File: src/logic/source_status_regs.vh
// Register offsets, field positions and reset values of the source status bank
`ifndef SOURCE_STATUS_REGS_VH
`define SOURCE_STATUS_REGS_VH

// Byte offsets on the register bus
`define OFS_STATUS          4'h0
`define OFS_PATH_SELECT     4'h4
`define OFS_SOURCE_ENABLE   4'h8
`define OFS_REMOTE_DISABLE  4'hC

// Status field positions
`define STS_HIGHEST_MSB     7
`define STS_HIGHEST_LSB     4
`define STS_SELECTED_MSB    3
`define STS_SELECTED_LSB    0

// Path select field position
`define PATH_SELECT_BIT     4

// Source codes
`define CODE_NONE           4'h0

// Reset values
`define RST_STATUS          8'h00
`define RST_PATH_SELECT     1'b0
`define RST_SOURCE_ENABLE   14'h3fff
`define RST_REMOTE_DISABLE  14'h0000
`define RST_READDATA        32'h0000_0000

`endif

File: src/logic/highest_priority_pick.v
// Picks the allowed input with the best priority and returns its channel code
`timescale 1ns/1ps
`default_nettype none
`include "source_status_regs.vh"

module highest_priority_pick #(
  parameter CHANNELS = 14
) (
  // Candidate inputs
  input  wire [CHANNELS-1:0]   i_allowed,
  input  wire [CHANNELS*4-1:0] i_priority,
  // Result
  output wire [3:0]            o_code
);

  wire [3:0] best_code [0:CHANNELS];
  wire [3:0] best_prio [0:CHANNELS];

  assign best_code[0] = `CODE_NONE;
  assign best_prio[0] = 4'h0;

  // Smaller priority value wins; priority zero keeps an input out of the table
  // Ties go to the lower channel, so the choice is stable
  genvar ch;
  generate
    for (ch = 0; ch < CHANNELS; ch = ch + 1)
    begin : g_chain
      localparam integer CHANNEL_CODE = ch + 1;
      wire [3:0] prio = i_priority[ch*4 +: 4];
      wire       take = i_allowed[ch] && (prio != 4'h0) &&
                        ((best_prio[ch] == 4'h0) || (prio < best_prio[ch]));
      assign best_code[ch+1] = take ? CHANNEL_CODE[3:0] : best_code[ch];
      assign best_prio[ch+1] = take ? prio : best_prio[ch];
    end
  endgenerate

  assign o_code = best_code[CHANNELS];

endmodule
`default_nettype wire

File: src/logic/source_status.v
// Reference source status register bank with its Avalon-MM slave
//
// Local design decisions: the register addresses and register access over Avalon-MM.
`timescale 1ns/1ps
`default_nettype none
`include "source_status_regs.vh"

module source_status #(
  parameter CHANNELS = 14
) (
  // Clock and reset
  input  wire                  i_clk_sys,
  input  wire                  i_rst,
  // Avalon-MM slave
  input  wire [3:0]            i_address,
  input  wire                  i_read,
  input  wire                  i_write,
  input  wire [31:0]           i_writedata,
  input  wire [3:0]            i_byteenable,
  output reg  [31:0]           o_readdata,
  output reg                   o_waitrequest,
  // Validation results per path
  input  wire [CHANNELS-1:0]   i_valid_primary,
  input  wire [CHANNELS-1:0]   i_valid_secondary,
  // Priority tables per path, four bits per input
  input  wire [CHANNELS*4-1:0] i_priority_primary,
  input  wire [CHANNELS*4-1:0] i_priority_secondary,
  // Selection made by the primary path state machine
  input  wire [3:0]            i_selected_primary,
  // Inputs allowed to take part in selection
  output reg  [CHANNELS-1:0]   o_allowed
);

  reg                 path_report_select;
  reg  [CHANNELS-1:0] source_enable;
  reg  [CHANNELS-1:0] remote_disable;
  reg  [7:0]          status;

  wire [CHANNELS-1:0] allowed_now;
  wire [CHANNELS-1:0] allowed_primary;
  wire [CHANNELS-1:0] allowed_secondary;
  wire [3:0]          highest_primary;
  wire [3:0]          highest_secondary;
  wire                selected_known;
  wire                selected_in_range;
  wire [3:0]          selected_primary;
  wire [7:0]          next_status;
  wire                request;
  wire                accept;
  reg  [31:0]         next_readdata;
  reg  [3:0]          next_highest;
  reg  [3:0]          next_selected;
  wire                read_take;
  wire                write_take;

  // Inputs barred by software drop out of both fields
  assign allowed_now       = source_enable & ~remote_disable;
  assign allowed_primary   = i_valid_primary & allowed_now;
  assign allowed_secondary = i_valid_secondary & allowed_now;

  highest_priority_pick #(
    .CHANNELS (CHANNELS)
  ) u_pick_primary (
    .i_allowed  (allowed_primary),
    .i_priority (i_priority_primary),
    .o_code     (highest_primary)
  );

  highest_priority_pick #(
    .CHANNELS (CHANNELS)
  ) u_pick_secondary (
    .i_allowed  (allowed_secondary),
    .i_priority (i_priority_secondary),
    .o_code     (highest_secondary)
  );

  // The primary selection is shown as given, even when it is not the best
  // input, because non-revertive mode does not switch back on its own
  // The range test keeps the index below from running past the vector
  assign selected_in_range = (i_selected_primary != `CODE_NONE) &&
                             (i_selected_primary <= CHANNELS);
  assign selected_known    = selected_in_range &&
                             allowed_primary[i_selected_primary - 4'h1];
  assign selected_primary  = selected_known ? i_selected_primary
                                            : `CODE_NONE;

  // Secondary path has no non-revertive mode, so its selection is its best
  always @*
  begin
    next_highest  = `CODE_NONE;
    next_selected = `CODE_NONE;
    case (path_report_select)
      1'b0:
      begin
        next_highest  = highest_primary;
        next_selected = selected_primary;
      end
      1'b1:
      begin
        next_highest  = highest_secondary;
        next_selected = highest_secondary;
      end
      default:
      begin
        next_highest  = `CODE_NONE;
        next_selected = `CODE_NONE;
      end
    endcase
  end

  assign next_status = {next_highest, next_selected};

  // Status is refreshed every cycle and never written by software
  always @(posedge i_clk_sys)
  begin
    if (i_rst)
    begin
      status    <= `RST_STATUS;
      o_allowed <= {CHANNELS{1'b0}};
    end
    else
    begin
      status[`STS_HIGHEST_MSB:`STS_HIGHEST_LSB]   <=
        next_status[`STS_HIGHEST_MSB:`STS_HIGHEST_LSB];
      status[`STS_SELECTED_MSB:`STS_SELECTED_LSB] <=
        next_status[`STS_SELECTED_MSB:`STS_SELECTED_LSB];
      // Registered copy; it lags a mask write by one cycle
      o_allowed <= allowed_now;
    end
  end

  // One wait state: waitrequest drops for the second cycle of a request.
  // Costs a cycle per access but keeps read data straight from a flop.
  assign request    = i_read | i_write;
  assign accept     = request & ~o_waitrequest;
  assign read_take  = i_read & o_waitrequest;
  assign write_take = accept & i_write;

  always @(posedge i_clk_sys)
  begin
    if (i_rst)
      o_waitrequest <= 1'b1;
    else
      o_waitrequest <= ~(request & o_waitrequest);
  end

  // Read mux; unmapped offsets read as zero
  always @*
  begin
    next_readdata = `RST_READDATA;
    case (i_address)
      `OFS_STATUS:
        next_readdata[7:0] = status;
      `OFS_PATH_SELECT:
        next_readdata[`PATH_SELECT_BIT] = path_report_select;
      `OFS_SOURCE_ENABLE:
        next_readdata[CHANNELS-1:0] = source_enable;
      `OFS_REMOTE_DISABLE:
        next_readdata[CHANNELS-1:0] = remote_disable;
      default:
        next_readdata = `RST_READDATA;
    endcase
  end

  // Read data is captured while waitrequest is high so that it stands at
  // the edge where the master takes it; reading has no side effect
  always @(posedge i_clk_sys)
  begin
    if (i_rst)
      o_readdata <= `RST_READDATA;
    else if (read_take)
      o_readdata <= next_readdata;
  end

  // Writable configuration; the status offset is not decoded for writes
  always @(posedge i_clk_sys)
  begin
    if (i_rst)
    begin
      path_report_select <= `RST_PATH_SELECT;
      source_enable      <= `RST_SOURCE_ENABLE;
      remote_disable     <= `RST_REMOTE_DISABLE;
    end
    // Byte lanes 2 and 3 hold no register bits and are ignored
    else if (write_take)
    begin
      case (i_address)
        `OFS_PATH_SELECT:
        begin
          if (i_byteenable[0])
            path_report_select <= i_writedata[`PATH_SELECT_BIT];
        end
        `OFS_SOURCE_ENABLE:
        begin
          if (i_byteenable[0])
            source_enable[7:0] <= i_writedata[7:0];
          if (i_byteenable[1])
            source_enable[CHANNELS-1:8] <= i_writedata[CHANNELS-1:8];
        end
        `OFS_REMOTE_DISABLE:
        begin
          if (i_byteenable[0])
            remote_disable[7:0] <= i_writedata[7:0];
          if (i_byteenable[1])
            remote_disable[CHANNELS-1:8] <= i_writedata[CHANNELS-1:8];
        end
        default:
          path_report_select <= path_report_select;
      endcase
    end
  end

endmodule
`default_nettype wire

File: config.mk
export PLATFORM = sky130hd
export DESIGN_NAME = source_status
export DESIGN_NICKNAME = d
export VERILOG_FILES = /design/src/logic/highest_priority_pick.v /design/src/logic/source_status.v
export VERILOG_INCLUDE_DIRS = /design/src /design/src/logic
export SDC_FILE = /design/constraint.sdc
export NUM_CORES = 1
export LEC_CHECK = 0
export ABC_AREA = 1
export BUFFER_PORTS_ARGS = -buffer_cell sky130_fd_sc_hd__buf_4
export CELL_PAD_IN_SITES_DETAIL_PLACEMENT = 1
export CELL_PAD_IN_SITES_GLOBAL_PLACEMENT = 2
export CORE_MARGIN = 8
export CORE_UTILIZATION = 29
export DETAILED_ROUTE_END_ITERATION = 10
export HOLD_SLACK_MARGIN = 0.15
export PLACE_DENSITY_LB_ADDON = 0.1
export REMOVE_ABC_BUFFERS = 1
export SYNTH_ARGS = -nofsm -noshare
export SYNTH_HDL_FRONTEND = slang
export SYNTH_SLANG_ARGS = --single-unit
File: constraint.sdc
create_clock -name i_clk_sys -period 23.7 [get_ports i_clk_sys]
set_input_delay 2.37 -clock i_clk_sys [delete_from_list [all_inputs] [get_ports i_clk_sys]]
set_output_delay 2.37 -clock i_clk_sys [all_outputs]
set_load 0.01 [all_outputs]
==> results by group <==
Run status
  – Status: completed

Yosys
  – Register area share after synthesis: 16.9%
  – Number of synthesized register bits: 66
  – Synth Flop Type: dfxtp_1
  – Post-synthesis cell area: 0.00780 sq mm
  – Cell variety after synth: 49
  – Async SR Flop Fraction: 0%
  – EDFF count, synth: 0
  – Syn Area/Cell: 5.81 sq um
  – Synth Instances: 1343
  – Syn. warnings: 0

STA
  – RSZ-0062 raised after global routing: false
  – Setup violations, final: 0
  – Final Slew Violations: 0
  – Fin crit share: 64.8%
  – Relative slew margins: 30.2%
  – FMAX: 65.1 MHz
  – Actual slew at the worst max-slew pin: 1040 ps
  – Min Hold Slack: 420 ps
  – Setup Skew: 7.01 ps
  – Hold Violations, Final: 0
  – Setup WS post-layout: 8330 ps
  – Total negative slack: 0 ps
  – Tmin final: 15370 ps

Floorplanning
  – Top Ports: 235
  – Initial Util: 29.2%
  – Row cnt: 60
  – Die Y-Extent: 180 um
  – Total core area: 0.0267 sq mm
  – Die X: 180 um
  – Die area: 0.0324 sq mm

Final layout
  – Layout cell share with drive strength beyond 1: 23.2%
  – Most common cell after layout, fill and taps aside: nand2_1
  – NumNets Final: 1768
  – Fillers: 3599
  – Area growth from synthesis to layout: 26.4%
  – Final Cell Area: 0.00986 sq mm
  – Non-filler instance count after layout: 1881
  – Commonest non-fill, non-tap cells in the layout: 389 x nand2_1, 206 x inv_1, 196 x buf_4, 148 x nand3_1, 83 x nor2_1

Global route
  – Total GRT Usage: 17.4%
  – Initial antenna violation count: 1
  – First-pass GRT wire length: 46800 um
  – Vias in the first global route: 9362
  – Grt ovf: 0
  – Largest net degree at the start of global routing: 37

Setup path
  – CP endpoint kind: flop
  – Reg2Reg Setup Slack: 10030 ps
  – Setup CP Type: in2reg
  – Max FO, Critical Path: 10
  – Critical Path Start Type: input port
  – Most frequent CP cell: nand2_1
  – CP required: 23970 ps
  – Crit path DAT: 15640 ps
  – FF-to-FF Start: remote_disable[0]$_SDFFE_PP0P_
  – Reg2Reg Depth: 113
  – Slowest stage cell, crit path: ha_1
  – Reg2reg end: status[3]$_SDFF_PP0_
  – Max stage delay on crit path: 320 ps

Routing
  – # DRC: 0
  – Vias per cell: 4.71
  – Detailed Route WL: 28600 um
  – Drt pass-1 iters: 5
  – Wirelength per Cell: 15.2 um
  – Vias: 8853
  – Detailed Route Iter0 Violations: 319
  – ANT nets after route: 0

Clock network
  – Clock tree root driver cell: clkbuf_16
  – Clock slew at reported path FFs: 60 ps
  – CTS buffer count: 9
  – Hold Buf Count CTS: 0
  – TritonCTS clock tree: built
  – Resize count post-CTS: 0
  – CTS H-Tree Depth: 3
  – CTS max path bufs: 2
  – Clock sinks: 66
  – Worst-Skew Late Latency: 340 ps
  – Post CTS Setup Buffer Count: 0

Placement
  – Routability cong.: 0.825
  – Post-Place Setup Slack: 7880 ps
  – Port Buffers: 196
  – DP Area: 0.00956 sq mm
  – Post-Place Cells: 1864
  – DP Wirelength: 24600 um

Flow run
  – Max Cap Viol: 0

Pwr
  – Power Dens Cells: 86.5 mW/mm^2
  – Leak pwr: 0.00543 uW
  – Max VDD drop: 30.8 uV

Hold path
  – End point of the worst hold path: o_allowed[2]$_SDFF_PP0_
  – Min-delay worst type: reg2reg
  – Hold_sp: remote_disable[2]$_SDFFE_PP0P_
  – Hold depth: 1
## synth_stat cells (7+ instances only)
cell type / number / share of area [%]
nand2_1: 389 / 19
inv_1: 206 / 9.9
nand3_1: 148 / 9.5
nor2_1: 83 / 4.0
nand2_2: 68 / 5.5
dfxtp_1: 66 / 17
a21oi_1: 53 / 3.4
ha_1: 46 / 7.4
o21ai_0: 35 / 2.2
nand2_4: 25 / 3.6
nor3_1: 21 / 1.3
o21ai_1: 20 / 1.3
buf_4: 18 / 1.7
nor2_2: 16 / 1.3
o211ai_1: 14 / 1.3
o21ai_2: 14 / 1.6
clkbuf_1: 13 / 0.63
inv_2: 12 / 0.58
o221ai_1: 12 / 1.3
clkinv_1: 10 / 0.48
nand4_1: 9 / 0.72
nor4_1: 8 / 0.64
nor3b_1: 7 / 0.67
o21bai_1: 7 / 0.67
## power breakdown
part	internal [uW]	switching, uW
clock	82.1	55.2
combinational	211	386
sequential	117	2.54
## flip-flops by register name, summed over array words and instances, names as in the netlist
signal,cells
o_allowed,14
o_readdata,14
o_waitrequest,1
path_report_select,1
remote_disable,14
source_enable,14
status,8
## worst max-delay path: cells and delay by family
kind	cells	cell delay (ps)
adder cells (fa/ha/maj)	13	3690
AND/OR/NAND/NOR	62	5230
buffers and inverters	19	1190
AO/OA/AOI/OAI	19	3060
## worst max-delay path by stage
stage | slack, ps | end | from
6_report | 8330 | status[3]$_SDFF_PP0_ | i_valid_secondary[0]
3_5_place_dp | 7880 | status[1]$_SDFF_PP0_ | i_valid_secondary[0]
3_3_place_gp | 8120 | status[1]$_SDFF_PP0_ | i_valid_secondary[0]
4_1_cts | 8170 | status[4]$_SDFF_PP0_ | i_valid_secondary[0]
5_1_grt | 6620 | status[3]$_SDFF_PP0_ | i_valid_secondary[0]
2_1_floorplan | 10020 | status[1]$_SDFF_PP0_ | i_valid_secondary[0]
## routing by layer
metal	track usage, %	vias up	wire length, um
li1	-	4672	-
met1	21.2	4029	13200
met2	31.3	130	13800
met3	2.82	22	1140
met4	4.93	0	446
met5	0	-	0
## through the flow
stage          utilization [%]  total power (uW)
2_1_floorplan                -               579
3_3_place_gp              35.8               717
3_5_place_dp              35.8               727
4_1_cts                   36.9               869
5_1_grt                   36.9               961
6_report                  36.9               854
## kinds of logic (layout without fill, tap and decap cells)
group,Yosys count,in the layout,synth area share (%)
other,1,19,0.0481
AND/OR/NAND/NOR,781,781,46.6
flip-flops,66,66,16.9
AO/OA/AOI/OAI,183,183,14.8
XOR/XNOR,2,2,0.225
buffers and inverters,264,443,14.0
adder cells (fa/ha/maj),46,46,7.38
## cell type report
type,instances,area [sq um],share of cell area [%]
repair buffers,196,1470,14.9
clock inverters,7,77.6,0.787
inverters,231,883,8.96
diodes,1,2.50,0.0254
well taps,341,427,4.33
clock buffers,9,225,2.28
multi-input cells,1030,5450,55.3
flip-flops and latches,66,1320,13.4
(Power assumes the default switching activity.)
